===== src/include/adc_seq_pkg.sv =====
// package: constants, field layouts and carriers of the conversion sequencer
package adc_seq_pkg;

   localparam int NUM_CONV = 2;
   localparam int NUM_CH = 8;
   localparam int RES_W = 10;
   localparam int CH_W = 3;
   localparam int BIT_CYCLES = 4;

   // register byte offsets, and result page codes matched against address bits 7:5
   localparam logic [7:0] OFS_SCAN0 = 8'h00;
   localparam logic [7:0] OFS_SCAN1 = 8'h04;
   localparam logic [7:0] OFS_TRIG_SEL = 8'h08;
   localparam logic [7:0] OFS_EDGE = 8'h0C;
   localparam logic [2:0] RES0_PAGE = 3'h1;
   localparam logic [2:0] RES1_PAGE = 3'h2;

   // reset values
   localparam logic [15:0] SCAN_RST = 16'h0000;
   localparam logic [3:0] TRIG_SEL_RST = 4'h0;
   localparam logic [3:0] EDGE_RST = 4'h0;

   // trigger field codes
   localparam logic [2:0] TRIG_SW = 3'h0;
   localparam logic [2:0] TRIG_TIMER = 3'h1;
   localparam logic [2:0] TRIG_EXT = 3'h7;

   // external edge codes
   localparam logic [1:0] EDGE_NONE = 2'h0;
   localparam logic [1:0] EDGE_RISE = 2'h1;
   localparam logic [1:0] EDGE_FALL = 2'h2;
   localparam logic [1:0] EDGE_BOTH = 2'h3;

   localparam logic [1:0] RESP_OKAY = 2'h0;
   localparam logic [1:0] RESP_SLVERR = 2'h2;

   typedef struct packed {
      logic enable;
      logic status;
      logic fixed0;
      logic single;
      logic poll;
      logic [2:0] trig;
      logic [3:0] start_ch;
      logic [3:0] end_ch;
   } scan_mode_t;

   typedef enum logic [1:0] {ST_IDLE, ST_STANDBY, ST_CONV} seq_state_t;

endpackage : adc_seq_pkg


===== src/logic/sar_engine.sv =====
// successive approximation engine driving the dac code of one converter
`timescale 1ns/1ns
module sar_engine #(
   parameter int RES_W = adc_seq_pkg::RES_W,
   parameter int BIT_CYCLES = adc_seq_pkg::BIT_CYCLES
) (
   // clock, reset and clock enable
   input wire logic sys_clk,
   input wire logic rstn,
   input wire logic clk_en,
   // control
   input wire logic start,
   input wire logic abort,
   // comparator, already synchronised
   input wire logic cmp_above,
   // results
   output logic [RES_W-1:0] dac_code,
   output logic done,
   output logic [RES_W-1:0] result
);

   logic [RES_W-1:0] trial_r;
   logic [RES_W-1:0] kept;
   logic [$clog2(BIT_CYCLES)-1:0] wait_r;
   logic busy_r;

   // comparator low: the trial bit overshoots and is dropped
   assign kept = cmp_above ? dac_code : (dac_code & ~trial_r);

   always_ff @(posedge sys_clk or negedge rstn) begin
      if (!rstn) begin
         busy_r <= 1'b0;
         trial_r <= '0;
         wait_r <= '0;
         dac_code <= '0;
         done <= 1'b0;
         result <= '0;
      end else if (clk_en) begin
         done <= 1'b0;
         if (abort) begin
            busy_r <= 1'b0;
            trial_r <= '0;
         end else if (start) begin
            busy_r <= 1'b1;
            trial_r <= {1'b1, {(RES_W-1){1'b0}}};
            dac_code <= {1'b1, {(RES_W-1){1'b0}}};
            wait_r <= '0;
         end else if (busy_r) begin
            // settle time covers dac, comparator and the two-stage synchroniser
            if (wait_r == ($clog2(BIT_CYCLES))'(BIT_CYCLES-1)) begin
               wait_r <= '0;
               if (trial_r[0]) begin
                  busy_r <= 1'b0;
                  done <= 1'b1;
                  result <= kept;
                  dac_code <= kept;
               end else begin
                  dac_code <= kept | (trial_r >> 1);
               end
               trial_r <= trial_r >> 1;
            end else begin
               wait_r <= wait_r + 1'b1;
            end
         end
      end
   end

endmodule : sar_engine


===== src/logic/adc_conversion_sequencer.sv =====
// two-converter conversion sequencer with an axi4-lite register slave
//
// Design decisions made here: the AXI4-Lite register port and the placing of the registers.
`timescale 1ns/1ns
module adc_conversion_sequencer (
   // clock, reset, enable
   input wire logic sys_clk,
   input wire logic rstn,
   input wire logic clk_en,
   // axi4-lite write address and data
   input wire logic [7:0] s_axi_awaddr,
   input wire logic s_axi_awvalid,
   output logic s_axi_awready,
   input wire logic [31:0] s_axi_wdata,
   input wire logic [3:0] s_axi_wstrb,
   input wire logic s_axi_wvalid,
   output logic s_axi_wready,
   // axi4-lite write response
   output logic [1:0] s_axi_bresp,
   output logic s_axi_bvalid,
   input wire logic s_axi_bready,
   // axi4-lite read
   input wire logic [7:0] s_axi_araddr,
   input wire logic s_axi_arvalid,
   output logic s_axi_arready,
   output logic [31:0] s_axi_rdata,
   output logic [1:0] s_axi_rresp,
   output logic s_axi_rvalid,
   input wire logic s_axi_rready,
   // internal timer events, one-cycle pulses on sys_clk
   input wire logic timer0_underflow_event,
   input wire logic timer1_underflow_event,
   input wire logic compare_match_event_a,
   input wire logic compare_match_event_b,
   // external trigger pins
   input wire logic ext_trigger_pin_0,
   input wire logic ext_trigger_pin_1,
   // comparator outputs of the analog front ends
   input wire logic cmp_above_0,
   input wire logic cmp_above_1,
   // analog input select and dac codes
   output logic [2:0] analog_in_conv0,
   output logic [2:0] analog_in_conv1,
   output logic [9:0] dac_code_0,
   output logic [9:0] dac_code_1,
   // conversion done pulses
   output logic conv_done_irq_0,
   output logic conv_done_irq_1
);

   localparam int NC = adc_seq_pkg::NUM_CONV;
   localparam int RW = adc_seq_pkg::RES_W;
   localparam int CW = adc_seq_pkg::CH_W;

   //--------------------------------------------------------------
   // shared state
   //--------------------------------------------------------------
   logic [RW-1:0] res_r [NC][adc_seq_pkg::NUM_CH];
   adc_seq_pkg::scan_mode_t scan_rd [NC];
   logic [3:0] trig_sel_r;
   logic [3:0] edge_sel_r;
   logic [3:0] timer_vec;
   logic [NC-1:0] ext_pin;
   logic [NC-1:0] cmp_pin;
   logic [NC-1:0] done_irq_r;
   logic [CW-1:0] ch_out [NC];
   logic [RW-1:0] dac_out [NC];

   assign timer_vec = {compare_match_event_b, compare_match_event_a,
                       timer1_underflow_event, timer0_underflow_event};
   assign ext_pin = {ext_trigger_pin_1, ext_trigger_pin_0};
   assign cmp_pin = {cmp_above_1, cmp_above_0};
   assign conv_done_irq_0 = done_irq_r[0];
   assign conv_done_irq_1 = done_irq_r[1];
   assign analog_in_conv0 = ch_out[0];
   assign analog_in_conv1 = ch_out[1];
   assign dac_code_0 = dac_out[0];
   assign dac_code_1 = dac_out[1];

   //--------------------------------------------------------------
   // axi4-lite write channel
   //--------------------------------------------------------------
   logic aw_have_r;
   logic w_have_r;
   logic [7:0] aw_addr_r;
   logic [31:0] w_data_r;
   logic [3:0] w_strb_r;
   logic wr_go;
   logic wr_mapped;

   // one write in flight: both channels close until the response is taken
   assign wr_go = aw_have_r && w_have_r && !s_axi_bvalid;
   assign wr_mapped = (aw_addr_r == adc_seq_pkg::OFS_SCAN0) ||
                      (aw_addr_r == adc_seq_pkg::OFS_SCAN1) ||
                      (aw_addr_r == adc_seq_pkg::OFS_TRIG_SEL) ||
                      (aw_addr_r == adc_seq_pkg::OFS_EDGE) ||
                      (aw_addr_r[7:5] == adc_seq_pkg::RES0_PAGE) ||
                      (aw_addr_r[7:5] == adc_seq_pkg::RES1_PAGE);

   always_ff @(posedge sys_clk or negedge rstn) begin
      if (!rstn) begin
         s_axi_awready <= 1'b0;
         s_axi_wready <= 1'b0;
         aw_have_r <= 1'b0;
         w_have_r <= 1'b0;
         aw_addr_r <= 8'h00;
         w_data_r <= 32'h0000_0000;
         w_strb_r <= 4'h0;
         s_axi_bvalid <= 1'b0;
         s_axi_bresp <= adc_seq_pkg::RESP_OKAY;
      end else if (clk_en) begin
         if (!aw_have_r && !s_axi_bvalid) begin
            s_axi_awready <= !(s_axi_awvalid && s_axi_awready);
         end
         if (!w_have_r && !s_axi_bvalid) begin
            s_axi_wready <= !(s_axi_wvalid && s_axi_wready);
         end
         if (s_axi_awvalid && s_axi_awready) begin
            aw_have_r <= 1'b1;
            aw_addr_r <= s_axi_awaddr;
            s_axi_awready <= 1'b0;
         end
         if (s_axi_wvalid && s_axi_wready) begin
            w_have_r <= 1'b1;
            w_data_r <= s_axi_wdata;
            w_strb_r <= s_axi_wstrb;
            s_axi_wready <= 1'b0;
         end
         if (wr_go) begin
            aw_have_r <= 1'b0;
            w_have_r <= 1'b0;
            s_axi_bvalid <= 1'b1;
            s_axi_bresp <= wr_mapped ? adc_seq_pkg::RESP_OKAY : adc_seq_pkg::RESP_SLVERR;
         end else if (s_axi_bvalid && s_axi_bready) begin
            s_axi_bvalid <= 1'b0;
            s_axi_awready <= 1'b1;
            s_axi_wready <= 1'b1;
         end
      end
   end

   // trigger select and edge select registers
   always_ff @(posedge sys_clk or negedge rstn) begin
      if (!rstn) begin
         trig_sel_r <= adc_seq_pkg::TRIG_SEL_RST;
         edge_sel_r <= adc_seq_pkg::EDGE_RST;
      end else if (clk_en && wr_go && w_strb_r[0]) begin
         if (aw_addr_r == adc_seq_pkg::OFS_TRIG_SEL) begin
            trig_sel_r <= w_data_r[3:0];
         end
         if (aw_addr_r == adc_seq_pkg::OFS_EDGE) begin
            edge_sel_r <= w_data_r[3:0];
         end
      end
   end

   //--------------------------------------------------------------
   // axi4-lite read channel
   //--------------------------------------------------------------
   logic [31:0] rd_data;
   logic rd_ok;

   always_comb begin
      rd_data = 32'h0000_0000;
      rd_ok = 1'b1;
      if (s_axi_araddr == adc_seq_pkg::OFS_SCAN0) begin
         rd_data = {16'h0000, scan_rd[0]};
      end else if (s_axi_araddr == adc_seq_pkg::OFS_SCAN1) begin
         rd_data = {16'h0000, scan_rd[1]};
      end else if (s_axi_araddr == adc_seq_pkg::OFS_TRIG_SEL) begin
         rd_data = {28'h0000000, trig_sel_r};
      end else if (s_axi_araddr == adc_seq_pkg::OFS_EDGE) begin
         rd_data = {28'h0000000, edge_sel_r};
      end else if (s_axi_araddr[7:5] == adc_seq_pkg::RES0_PAGE) begin
         rd_data = {22'h000000, res_r[0][s_axi_araddr[4:2]]};
      end else if (s_axi_araddr[7:5] == adc_seq_pkg::RES1_PAGE) begin
         rd_data = {22'h000000, res_r[1][s_axi_araddr[4:2]]};
      end else begin
         rd_ok = 1'b0;
      end
   end

   always_ff @(posedge sys_clk or negedge rstn) begin
      if (!rstn) begin
         s_axi_arready <= 1'b0;
         s_axi_rvalid <= 1'b0;
         s_axi_rdata <= 32'h0000_0000;
         s_axi_rresp <= adc_seq_pkg::RESP_OKAY;
      end else if (clk_en) begin
         if (s_axi_arvalid && s_axi_arready) begin
            s_axi_arready <= 1'b0;
            s_axi_rvalid <= 1'b1;
            s_axi_rdata <= rd_data;
            s_axi_rresp <= rd_ok ? adc_seq_pkg::RESP_OKAY : adc_seq_pkg::RESP_SLVERR;
         end else if (s_axi_rvalid && s_axi_rready) begin
            s_axi_rvalid <= 1'b0;
            s_axi_arready <= 1'b1;
         end else if (!s_axi_rvalid) begin
            s_axi_arready <= 1'b1;
         end
      end
   end

   //--------------------------------------------------------------
   // one sequencer per converter
   //--------------------------------------------------------------
   for (genvar k = 0; k < NC; k++) begin : g_conv
      adc_seq_pkg::scan_mode_t mode_r;
      adc_seq_pkg::scan_mode_t wr_mode;
      adc_seq_pkg::seq_state_t state_r;
      logic [CW-1:0] ch_r;
      logic [CW-1:0] first_ch;
      logic [CW-1:0] wr_first_ch;
      logic sar_start_r;
      logic sar_done;
      logic [RW-1:0] sar_result;
      logic [1:0] ext_sync_r;
      logic ext_prev_r;
      logic [1:0] cmp_sync_r;
      logic [1:0] edge_code;
      logic ext_edge;
      logic trig_hit;
      logic wr_hit;
      logic wr_trig_mode;
      logic last_conv;

      assign wr_hit = wr_go && (aw_addr_r == ((k == 1) ? adc_seq_pkg::OFS_SCAN1 :
                                                   adc_seq_pkg::OFS_SCAN0));

      // byte-lane merge; status and the fixed zero bit are not writable
      always_comb begin
         wr_mode = mode_r;
         if (w_strb_r[0]) begin
            wr_mode[7:0] = w_data_r[7:0];
         end
         if (w_strb_r[1]) begin
            wr_mode[15:8] = w_data_r[15:8];
         end
         wr_mode.status = 1'b0;
         wr_mode.fixed0 = 1'b0;
      end

      // single mode uses the end field as its channel
      assign first_ch = mode_r.single ? mode_r.end_ch[CW-1:0] : mode_r.start_ch[CW-1:0];
      assign wr_first_ch = wr_mode.single ? wr_mode.end_ch[CW-1:0] :
                           wr_mode.start_ch[CW-1:0];
      assign wr_trig_mode = (wr_mode.trig == adc_seq_pkg::TRIG_TIMER) ||
                            (wr_mode.trig == adc_seq_pkg::TRIG_EXT);
      assign last_conv = mode_r.single || (ch_r == mode_r.end_ch[CW-1:0]);

      // pin and comparator synchronisers; edge detect reads only the second stage
      always_ff @(posedge sys_clk or negedge rstn) begin
         if (!rstn) begin
            ext_sync_r <= 2'b00;
            ext_prev_r <= 1'b0;
            cmp_sync_r <= 2'b00;
         end else if (clk_en) begin
            ext_sync_r <= {ext_sync_r[0], ext_pin[k]};
            ext_prev_r <= ext_sync_r[1];
            cmp_sync_r <= {cmp_sync_r[0], cmp_pin[k]};
         end
      end

      assign edge_code = edge_sel_r[2*k +: 2];
      always_comb begin
         unique case (edge_code)
            adc_seq_pkg::EDGE_NONE: ext_edge = 1'b0;
            adc_seq_pkg::EDGE_RISE: ext_edge = ext_sync_r[1] && !ext_prev_r;
            adc_seq_pkg::EDGE_FALL: ext_edge = !ext_sync_r[1] && ext_prev_r;
            adc_seq_pkg::EDGE_BOTH: ext_edge = ext_sync_r[1] != ext_prev_r;
         endcase
      end

      always_comb begin
         trig_hit = 1'b0;
         if (mode_r.trig == adc_seq_pkg::TRIG_TIMER) begin
            trig_hit = timer_vec[trig_sel_r[2*k +: 2]];
         end else if (mode_r.trig == adc_seq_pkg::TRIG_EXT) begin
            trig_hit = ext_edge;
         end
      end

      // sequencing; a register write outranks a completion in the same cycle
      always_ff @(posedge sys_clk or negedge rstn) begin
         if (!rstn) begin
            mode_r <= adc_seq_pkg::SCAN_RST;
            state_r <= adc_seq_pkg::ST_IDLE;
            ch_r <= '0;
            sar_start_r <= 1'b0;
            done_irq_r[k] <= 1'b0;
         end else if (clk_en) begin
            sar_start_r <= 1'b0;
            done_irq_r[k] <= 1'b0;
            if (wr_hit) begin
               mode_r <= wr_mode;
               ch_r <= wr_first_ch;
               if (!wr_mode.enable) begin
                  state_r <= adc_seq_pkg::ST_IDLE;
               end else if (state_r == adc_seq_pkg::ST_CONV || !wr_trig_mode) begin
                  state_r <= adc_seq_pkg::ST_CONV;
                  sar_start_r <= 1'b1;
               end else begin
                  state_r <= adc_seq_pkg::ST_STANDBY;
               end
            end else if (state_r == adc_seq_pkg::ST_STANDBY && trig_hit) begin
               state_r <= adc_seq_pkg::ST_CONV;
               ch_r <= first_ch;
               sar_start_r <= 1'b1;
            end else if (state_r == adc_seq_pkg::ST_CONV && sar_done) begin
               if (last_conv) begin
                  done_irq_r[k] <= 1'b1;
                  if (mode_r.trig == adc_seq_pkg::TRIG_TIMER ||
                      mode_r.trig == adc_seq_pkg::TRIG_EXT) begin
                     state_r <= adc_seq_pkg::ST_STANDBY;
                  end else if (mode_r.poll) begin
                     ch_r <= first_ch;
                     sar_start_r <= 1'b1;
                  end else begin
                     state_r <= adc_seq_pkg::ST_IDLE;
                     mode_r.enable <= 1'b0;
                  end
               end else begin
                  ch_r <= ch_r + 1'b1;
                  sar_start_r <= 1'b1;
               end
            end
         end
      end

      // aborted conversions never reach the result registers
      always_ff @(posedge sys_clk or negedge rstn) begin
         if (!rstn) begin
            for (int i = 0; i < adc_seq_pkg::NUM_CH; i++) begin
               res_r[k][i] <= '0;
            end
         end else if (clk_en && state_r == adc_seq_pkg::ST_CONV && sar_done && !wr_hit) begin
            res_r[k][ch_r] <= sar_result;
         end
      end

      always_comb begin
         scan_rd[k] = mode_r;
         scan_rd[k].status = (state_r != adc_seq_pkg::ST_IDLE);
      end

      assign ch_out[k] = ch_r;

      sar_engine #(
         .RES_W(RW),
         .BIT_CYCLES(adc_seq_pkg::BIT_CYCLES)
      ) u_sar (
         .sys_clk(sys_clk),
         .rstn(rstn),
         .clk_en(clk_en),
         .start(sar_start_r),
         .abort(wr_hit && state_r == adc_seq_pkg::ST_CONV),
         .cmp_above(cmp_sync_r[1]),
         .dac_code(dac_out[k]),
         .done(sar_done),
         .result(sar_result)
      );
   end

endmodule : adc_conversion_sequencer


===== config.mk =====
export PLATFORM = sky130hd
export DESIGN_NAME = adc_conversion_sequencer
export DESIGN_NICKNAME = d
export VERILOG_FILES = /design/src/include/adc_seq_pkg.sv /design/src/logic/sar_engine.sv /design/src/logic/adc_conversion_sequencer.sv
export SDC_FILE = /design/constraint.sdc
export NUM_CORES = 1
export LEC_CHECK = 0
export BUFFER_PORTS_ARGS = -buffer_cell sky130_fd_sc_hd__clkbuf_2
export CORE_AREA = 8 8 179 181
export DETAILED_ROUTE_END_ITERATION = 8
export DIE_AREA = 0 0 187 189
export PLACE_DENSITY = 0.86
export RECOVER_POWER = 100
export SYNTH_ARGS = -nofsm -noshare
export SYNTH_HDL_FRONTEND = slang
export SYNTH_SLANG_ARGS = --single-unit

===== constraint.sdc =====
create_clock -name sys_clk -period 5.7 [get_ports sys_clk]
set_input_delay 0.285 -clock sys_clk [delete_from_list [all_inputs] [get_ports sys_clk]]
set_output_delay 0.285 -clock sys_clk [all_outputs]
set_load 0.02 [all_outputs]

==> results of run 1 <==
==> power groups by stage <==
stage | sequential (mW) | clock, mW | combinational [mW]
5_1_grt | 2.94 | 2.35 | 1.08
3_5_place_dp | 2.96 | 0 | 0.988
4_1_cts | 2.92 | 2.25 | 1.01
2_1_floorplan | 2.87 | 0 | 0.711
3_3_place_gp | 2.94 | 0 | 0.946
6_report | 2.92 | 2.23 | 0.982
==> cell type report <==
type,instances,area (um^2),share of cell area
Tap cell,390,488,0.0277
Clock inverter,9,95.1,0.00539
Clock buffer,48,1010,0.0571
Multi-Input combinational cell,803,6870,0.390
Sequential cell,336,8410,0.477
Inverter,36,135,0.00766
Timing Repair Buffer,121,629,0.0357
==> how the worst max path moves through the flow <==
stage | endpoint | slack (ns)
6_report | res_r[151] | 2.14
5_1_grt | g_conv[1].u_sar.result[6] | 1.77
4_1_cts | res_r[108] | 2.81
3_5_place_dp | s_axi_rdata[9] | 2.56
3_3_place_gp | s_axi_rdata[9] | 2.58
2_1_floorplan | analog_in_conv1[1] | 3.43
==> flip-flops by register name, indices dropped and copies added, names as in the netlist, 8 cells and up <==
signal and count:
res_r 160, g_conv.mode_r 28, g_conv.u_sar.dac_code 20, g_conv.u_sar.result 20
g_conv.u_sar.trial_r 20, s_axi_rdata 15, w_data_r 14, aw_addr_r 8
==> placed cells by master, fill, tap and decap left out, types with 9 or more instances in the layout <==
master | synthesis | final
mux2_2 | 231 | 230
dfrtp_1 | 336 | 336
mux2i_1 | 26 | 26
nand2_1 | 76 | 77
nand2b_1 | 9 | 9
nor2b_1 | 10 | 10
mux4_2 | 48 | 48
clkbuf_2 | 0 | 45
a22o_1 | 28 | 28
clkbuf_16 | 0 | 37
nand3_1 | 22 | 24
a21oi_1 | 31 | 33
a21boi_0 | 11 | 11
inv_1 | 35 | 36
a31oi_1 | 14 | 14
o21ai_0 | 74 | 76
xnor2_1 | 11 | 11
dlygate4sd3_1 | 0 | 12
nor2_1 | 46 | 48
o22ai_1 | 11 | 11
clkbuf_1 | 31 | 64
conb_1 | 1 | 19
==> layer usage <==
metal	up-vias	GRT usage	wire [um]
met2	521	0.367	19200
met4	0	0.0751	1080
li1	4734	-	-
met3	88	0.0451	2980
met5	-	0	0
met1	5661	0.288	15800
==> logic make-up (layout without fill, tap and decap cells) <==
logic type	after synthesis	after routing	synth area share
and+or+nand+nor	221	221	0.0723
other	1	19	0.000237
buffers and inverters	118	214	0.0350
AOI/OAI and AO/OA	239	239	0.101
adders and majority gates	8	8	0.00631
xor gates and xnor gates	11	11	0.00608
muxes	305	305	0.249
DFF	336	336	0.530
==> flow_metrics.env, run 1 <==
export IMPL_total_power_mw=6.12
export IMPL_gr_usage_all_layers=0.221
export IMPL_placed_area_um2=16600
export IMPL_leakage_nw=8.16
export IMPL_power_frac_clock=0.363
export IMPL_setup_slack_ns=2.14
export IMPL_cts_max_level=2
export IMPL_via_per_inst=6.31
export IMPL_area_delta_synth_final_pct=11.2
export IMPL_grt_max_degree=174
export IMPL_clk_insertion_delay_late_ns=0.52
export IMPL_nets=1410
export IMPL_core_um2=29200
export IMPL_criticalPathCategory="flip-flop to flip-flop"
export IMPL_critical_path_arrival_ns=3.95
export IMPL_seq_area_frac_synth=0.530
export IMPL_cts_made_buffers=36
export IMPL_yosysTopAreaCell="dfrtp_1"
export IMPL_yosysWarningCount=0
export IMPL_die_h_um=189
export IMPL_drt_iter0_drc=951
export IMPL_sw_frac_of_total=0.289
export IMPL_grt_pass1_vias=11400
export IMPL_worst_ir_drop_vdd_uv=271
export IMPL_end_kind="flip-flop"
export IMPL_ys_ff_latch=336
export IMPL_min_to="w_data_r[7]"
export IMPL_stdcell_area_um2=17600
export IMPL_intPower_mw=4.36
export IMPL_power_switching_mw=1.77
export IMPL_synthArstFlopShare=1.00
export IMPL_post_route_min_period_ns=3.56
export IMPL_slowest_stage="nor3_1"
export IMPL_finalHoldViolations=0
export IMPL_violations="max-capacitance violations, max-slew violations"
export IMPL_final_cells=1743
export IMPL_antenna_cells=0
export IMPL_seqPwrFrac=0.476
export IMPL_cts_root_buffer="clkbuf_16"
export IMPL_slew_headroom=-0.341
export IMPL_syn_area_per_cell_um2=12.8
export IMPL_cts_hold_buf=12
export IMPL_clk_pin_slew_ns=0.06
export IMPL_dpl_worst_slack_ns=2.56
export IMPL_cp_start_kind="flip-flop"
export IMPL_ant_nets=0
export IMPL_cp_slowest_stage_delay_ns=1.47
export IMPL_io_pins=137
export IMPL_slew_viol_final=106
export IMPL_cp_num_buf_inv=0
export IMPL_required_ns=6.08
export IMPL_grt_setup_unrepaired="no"
export IMPL_synth_top_flop_cell="dfrtp_1"
export IMPL_clock_sinks=336
export IMPL_fp_row_count=63
export IMPL_worst_pin_slew_ns=2.01
export IMPL_cts_tree="yes"
export IMPL_final_util=0.603
export IMPL_hpwl_um=25600
export IMPL_grt_overflow=0
export IMPL_synth_common_cells="dfrtp_1, mux2_2, nand2_1"
export IMPL_r2r_slack_ns=2.14
export IMPL_maxCapViolations=3
export IMPL_fp_dieW_um=187
export IMPL_rr_worst_depth=5
export IMPL_status="complete, but fails checks"
export IMPL_path_delay_family="simple AND/OR/NAND/NOR gates"
export IMPL_holdPathStages=2
export IMPL_drive_above_1_share=0.287
export IMPL_fmax_mhz=281
export IMPL_postSynthCellCount=1239
export IMPL_gp_congestion=0.904
export IMPL_synth_edf_count=0
export IMPL_drc_errors=0
export IMPL_worstHoldStart="s_axi_wdata[7]"
export IMPL_synth_cell_area_um2=15900
export IMPL_synth_most_common_cell="dfrtp_1"
export IMPL_comb_power_share=0.160
export IMPL_critPathLaunch="aw_have_r"
export IMPL_wire_per_inst_um=22.4
export IMPL_cp_max_fo=12
export IMPL_reg2reg_to="res_r[151]"
export IMPL_synth_area_top_cells="dfrtp_1, mux2_2, mux4_2"
export IMPL_portBuffers=97
export IMPL_post_place_cells=1674
export IMPL_crit_cells=5
export IMPL_hold_class="input pin to flip-flop"
export IMPL_timing_final_crit_share=0.625
export IMPL_cts_buffer_depth=3
export IMPL_synth_top_area_frac=0.530
export IMPL_antenna_found_initial=0
export IMPL_worstPathCellList="nor4bb_1 > and4b_1 > or3_1 > nor3_1 > mux2_2"
export IMPL_wl_um=39100
export IMPL_fin_skew_ns=0.0208
export IMPL_n_fill_cell=2156
export IMPL_synth_distinct_cells=70
export IMPL_setup_violations=0
export IMPL_start_util=0.542
export IMPL_holdWs_ns=0.0139
export IMPL_cts_resized=0
export IMPL_power_density_nw_per_um2=347
export IMPL_r2r_start="aw_have_r"
export IMPL_tns_ns=0
export IMPL_grt_pass1_wl_um=63100
export IMPL_dieArea_um2=35300
export IMPL_post_cts_buffers=0
export IMPL_drtPass1Iterations=7
export IMPL_vias=11000
Note: power is estimated with default switching activity, not from simulation.
==> run 2, diff against run 1 <==
- CORE_AREA: 8 8 179 181 -> 8 8 181 183
- DIE_AREA: 0 0 187 189 -> 0 0 189 191
- PLACE_DENSITY: 0.86 -> 0.87
- clock period: 5.7 -> 2.96 ns (I/O delays scaled with it)
==> run 2 against run 1 <==
  * Sequential cell count did not move
  * Clock power grew 100%
  * Die area increased by 2.1%
  * Worst setup slack got worse by 2.1 ns
  * Design area is 3.1% higher
  * Highest routed layer unchanged
  * Count of clock-buffer cells in the layout is 1 lower
  * The run still ends with max-capacitance violations, max-slew violations left
==> flow_metrics.env, run 2 (synthesis results as in run 1) <==
export IMPL_power_density_nw_per_um2=667
export IMPL_setup_slack_ns=0.0580
export IMPL_cts_root_buffer="clkbuf_16"
export IMPL_clock_sinks=336
export IMPL_nets=1463
export IMPL_holdWs_ns=0.103
export IMPL_hold_class="input pin to flip-flop"
export IMPL_drt_iter0_drc=1037
export IMPL_slew_viol_final=85
export IMPL_multi_input_area_um2=6900
export IMPL_antenna_found_initial=0
export IMPL_core_um2=30000
export IMPL_gr_usage_all_layers=0.227
export IMPL_top_register="res_r"
export IMPL_largest_reg_flops=160
export IMPL_gp_congestion=0.886
export IMPL_grt_overflow=0
export IMPL_io_pins=137
export IMPL_fin_skew_ns=0.0153
export IMPL_final_common_cell="dfrtp_1"
export IMPL_hpwl_um=27200
export IMPL_violations="max-capacitance violations, max-slew violations"
export IMPL_start_util=0.528
export IMPL_clk_pin_slew_ns=0.06
export IMPL_criticalPathCategory="flip-flop to flip-flop"
export IMPL_cts_made_buffers=34
export IMPL_worst_pin_slew_ns=2.33
export IMPL_vias=11200
export IMPL_setup_violations=0
export IMPL_drc_errors=0
export IMPL_timing_final_crit_share=0.980
export IMPL_fmax_mhz=345
export IMPL_cp_max_fo=6
export IMPL_cts_tree="yes"
export IMPL_grt_pass1_vias=11800
export IMPL_ant_nets=0
export IMPL_cts_buffer_depth=3
export IMPL_drtPass1Iterations=5
export IMPL_drive_above_1_share=0.299
export IMPL_required_ns=3.36
export IMPL_maxCapViolations=1
export IMPL_top_regs="res_r x160, g_conv.mode_r x28"
export IMPL_grt_setup_unrepaired="no"
export IMPL_fp_dieW_um=189
export IMPL_met1_usage=0.284
export IMPL_die_h_um=191
export IMPL_post_cts_buffers=0
export IMPL_grt_max_degree=88
export IMPL_leakage_nw=8.43
export IMPL_worst_ir_drop_vdd_uv=524
export IMPL_grtUsageMet3=0.0465
export IMPL_via_per_inst=6.21
export IMPL_tns_ns=0
export IMPL_layout_area_seq_um2=8410
export IMPL_post_route_min_period_ns=2.90
export IMPL_finalHoldViolations=0
export IMPL_fp_row_count=64
export IMPL_wire_per_inst_um=22.7
export IMPL_dieArea_um2=36100
export IMPL_layout_common_cells="dfrtp_1, mux2_2, nand2_1"
export IMPL_cp_start_kind="flip-flop"
export IMPL_area_delta_synth_final_pct=14.7
export IMPL_grtUsageMet2=0.379
export IMPL_grt_pass1_wl_um=65400
export IMPL_dpl_worst_slack_ns=0.130
export IMPL_critical_path_arrival_ns=3.30
export IMPL_slew_headroom=-0.556
export IMPL_top_usage_layer="met2"
export IMPL_clk_insertion_delay_late_ns=0.52
export IMPL_n_fill_cell=2218
export IMPL_portBuffers=97
export IMPL_wl_um=41100
export IMPL_cts_max_level=2
export IMPL_status="complete, but fails checks"
export IMPL_end_kind="flip-flop"
run 2: area by class of cell:
class	count	share of cell area
clock inverters	12	0.00984
repair buffers	176	0.0609
well taps	396	0.0272
clock buffers	47	0.0528
multi-input cells	803	0.379
flip-flops and latches	336	0.462
diodes	1	0.000138
inverters	36	0.00743
run 2: metal layers:
metal	share of wire	wire length (um)
met5	0	0
met4	0.042	1740
met3	0.075	3090
met2	0.49	20200
met1	0.39	16000
run 2: critical path, stage by stage (launching register included):
cell and delay [ns]:
dfrtp_1 0.40, nor2b_1 0.25, nand3_1 0.13, or3_1 0.44, nor3b_1 0.90, buf_4 0.30
mux2_2 0.36
run 2: report_power, final:
part	switching, mW	internal (mW)	leakage (nW)
Combinational	1.15	0.943	3.37
Clock	1.82	2.64	0.564
Sequential	0.587	5.00	4.49
Total	3.56	8.58	8.43
run 2: metrics by stage:
step                power [mW]  std cells  utilization  cell area (um^2)
global placement          7.62       1714        0.563             16900
finish                    12.1       1807        0.606             18200
global route              12.6       1806        0.606             18200
detailed placement        7.71       1714        0.563             16900
CTS                       12.2       1806        0.612             18400
floorplan                 6.89       1257            -             15900
run 2: final timing paths:
kind,start,to,slack (ns),cells past startpoint
setup / recovery,g_conv[0].state_r[1],res_r[137],0.06,6
hold / removal,clk_en,conv_done_irq_1,0.10,3
setup reg to reg,g_conv[0].state_r[1],res_r[137],0.06,6
hold reg to reg,s_axi_rdata[2],s_axi_rdata[2],0.48,2
max in group asynchronous,rstn,g_conv[1].u_sar.dac_code[8],0.55,3
min in group asynchronous,rstn,g_conv[1].mode_r[3],0.86,2
run 2: repair_timing:
action,CTS,global route
hold buffers,33,0
resized for setup,0,0
hold endpoints to repair,116,0
==> run 3, diff against run 2 <==
- CORE_AREA: 8 8 181 183 -> 8 8 179 181
- CTS_BUF_LIST: not set -> sky130_fd_sc_hd__clkbuf_8
- CTS_CLUSTER_DIAMETER: not set -> 60
- DIE_AREA: 0 0 189 191 -> 0 0 187 189
- PLACE_DENSITY: 0.87 -> 0.89
==> run 3 against run 2 <==
  * Clock skew increased by 0.022 ns
  * Largest cell class unchanged
  * Count of clock-buffer cells in the layout increased by 19
  * Total power decreased by 3.7%
  * Combinational power decreased by 2%
  * Non-clock buffer count decreased by 10
  * Final cell count increased by 1.1%
  * The flow still finishes with violations (max-capacitance violations, max-slew violations)
==> flow_metrics.env, run 3 (synthesis results as in run 1) <==
export IMPL_top_register="res_r"
export IMPL_cts_resized=0
export IMPL_fp_dieW_um=187
export IMPL_fin_skew_ns=0.0376
export IMPL_drive_above_1_share=0.308
export IMPL_cts_made_buffers=51
export IMPL_clk_pin_slew_ns=0.07
export IMPL_cts_tree="yes"
export IMPL_sw_frac_of_total=0.308
export IMPL_drc_errors=0
export IMPL_maxCapViolations=1
export IMPL_die_h_um=189
export IMPL_slew_viol_final=82
export IMPL_grt_max_degree=94
export IMPL_dieArea_um2=35300
export IMPL_ant_nets=0
export IMPL_grt_setup_unrepaired="no"
export IMPL_power_density_nw_per_um2=647
export IMPL_drtPass1Iterations=6
export IMPL_fmax_mhz=361
export IMPL_cts_max_level=2
export IMPL_setup_violations=0
export IMPL_wire_per_inst_um=22.9
export IMPL_final_cells=1826
export IMPL_vias=11500
export IMPL_n_fill_cell=2079
export IMPL_cp_max_fo=10
export IMPL_cts_buffer_depth=3
export IMPL_final_common_cell="dfrtp_1"
export IMPL_via_per_inst=6.28
export IMPL_timing_final_crit_share=0.935
export IMPL_comb_power_share=0.176
export IMPL_grt_overflow=0
export IMPL_nets=1471
export IMPL_cp_num_buf_inv=0
export IMPL_grt_pass1_wl_um=66600
export IMPL_cp_start_kind="flip-flop"
export IMPL_start_util=0.542
export IMPL_finalHoldViolations=0
export IMPL_drt_iter0_drc=1044
export IMPL_cts_root_buffer="clkbuf_8"
export IMPL_power_switching_mw=3.60
export IMPL_core_um2=29200
export IMPL_status="complete, but fails checks"
export IMPL_gp_congestion=0.891
export IMPL_post_place_cells=1697
export IMPL_io_pins=137
export IMPL_critical_path_arrival_ns=3.25
export IMPL_clock_sinks=336
export IMPL_layout_common_cells="dfrtp_1, mux2_2, nand2_1"
export IMPL_hpwl_um=27400
export IMPL_stdcell_area_um2=18000
export IMPL_tns_ns=0
export IMPL_hold_class="input pin to flip-flop"
export IMPL_portBuffers=97
export IMPL_fp_row_count=63
export IMPL_required_ns=3.44
export IMPL_worst_pin_slew_ns=2.06
export IMPL_top_regs="res_r x160, g_conv.mode_r x28"
export IMPL_worstPathCellList="nor2b_1 > nand3_1 > or3_1 > nor2_1 > mux2_2"
export IMPL_grt_pass1_vias=12200
export IMPL_slowest_stage="nor2_1"
export IMPL_violations="max-capacitance violations, max-slew violations"
export IMPL_path_delay_family="simple AND/OR/NAND/NOR gates"
export IMPL_worst_ir_drop_vdd_uv=493
export IMPL_end_kind="flip-flop"
export IMPL_intPower_mw=8.08
export IMPL_cp_slowest_stage_delay_ns=0.89
export IMPL_placed_area_um2=16800
export IMPL_power_frac_clock=0.345
export IMPL_post_route_min_period_ns=2.77
export IMPL_wl_um=41800
export IMPL_area_delta_synth_final_pct=13.8
export IMPL_antenna_cells=0
export IMPL_criticalPathCategory="flip-flop to flip-flop"
export IMPL_leakage_nw=8.44
export IMPL_slew_headroom=-0.375
export IMPL_largest_reg_flops=160
export IMPL_gr_usage_all_layers=0.234
export IMPL_seqPwrFrac=0.479
export IMPL_clk_insertion_delay_late_ns=0.60
export IMPL_antenna_found_initial=0
==> run 3: path summary, 6_finish.rpt <==
| path | startpoint | to | slack (ns) | cells past startpoint |
|---|---|---|---|---|
| min in group asynchronous | rstn | res_r[105] | 0.71 | 2 |
| worst min-delay path | clk_en | s_axi_bvalid | 0.04 | 4 |
| worst min register to register | s_axi_rdata[3] | s_axi_rdata[3] | 0.48 | 2 |
| worst max-delay path | g_conv[0].state_r[1] | res_r[93] | 0.19 | 5 |
| max in group asynchronous | rstn | g_conv[1].u_sar.dac_code[5] | 0.61 | 3 |
| worst max register to register | g_conv[0].state_r[1] | res_r[93] | 0.19 | 5 |
==> run 3: metrics by stage <==
step	setup slack [ns]	util	hold slack [ns]	power, mW
6_report	0.192	0.617	0.0393	11.7
5_1_grt	0.0977	0.617	0.0859	12.1
3_5_place_dp	0.246	0.574	0.192	7.68
4_1_cts	0.178	0.623	0.0218	11.7
3_3_place_gp	0.387	0.574	0.181	7.56
2_1_floorplan	0.687	-	-0.148	6.89
==> run 3: power groups by stage <==
stage	sequential (mW)	combinational (mW)	clock (mW)
after floorplan	5.53	1.37	0
after global routing	5.64	2.23	4.25
after CTS	5.57	2.08	4.06
after global placement	5.61	1.95	0
after detailed placement	5.65	2.03	0
final	5.59	2.05	4.03
==> run 3: worst min-delay path, stage by stage <==
cell	delay, ns
clkbuf_2	0.23
nand2_1	0.11
nand2_1	0.05
nand2_1	0.05
==> run 3: cell type report <==
| type | count | area (um^2) | share of cell area |
|---|---|---|---|
| flip-flops and latches | 336 | 8410 | 0.466 |
| multi-input cells | 804 | 6930 | 0.384 |
| repair buffers | 166 | 1000 | 0.0557 |
| clock buffers | 66 | 908 | 0.0503 |
| well taps | 390 | 488 | 0.0270 |
| clock inverters | 28 | 178 | 0.00984 |
| inverters | 36 | 135 | 0.00749 |
==> run 3: timing repair <==
item                                    4_1_cts  5_1_grt
endpoints found under the setup margin        0        3
setup buffers                                 0        0
endpoints found under the hold margin       112        0
hold buffers                                 34        0
==> run 3: metal layers <==
layer	share of wire	vias up	global-route usage	wire (um)
met2	0.49	623	0.397	20600
met4	0.043	0	0.106	1810
li1	-	4885	-	-
met5	0	-	0	0
met3	0.078	144	0.0495	3250
met1	0.39	5815	0.285	16200
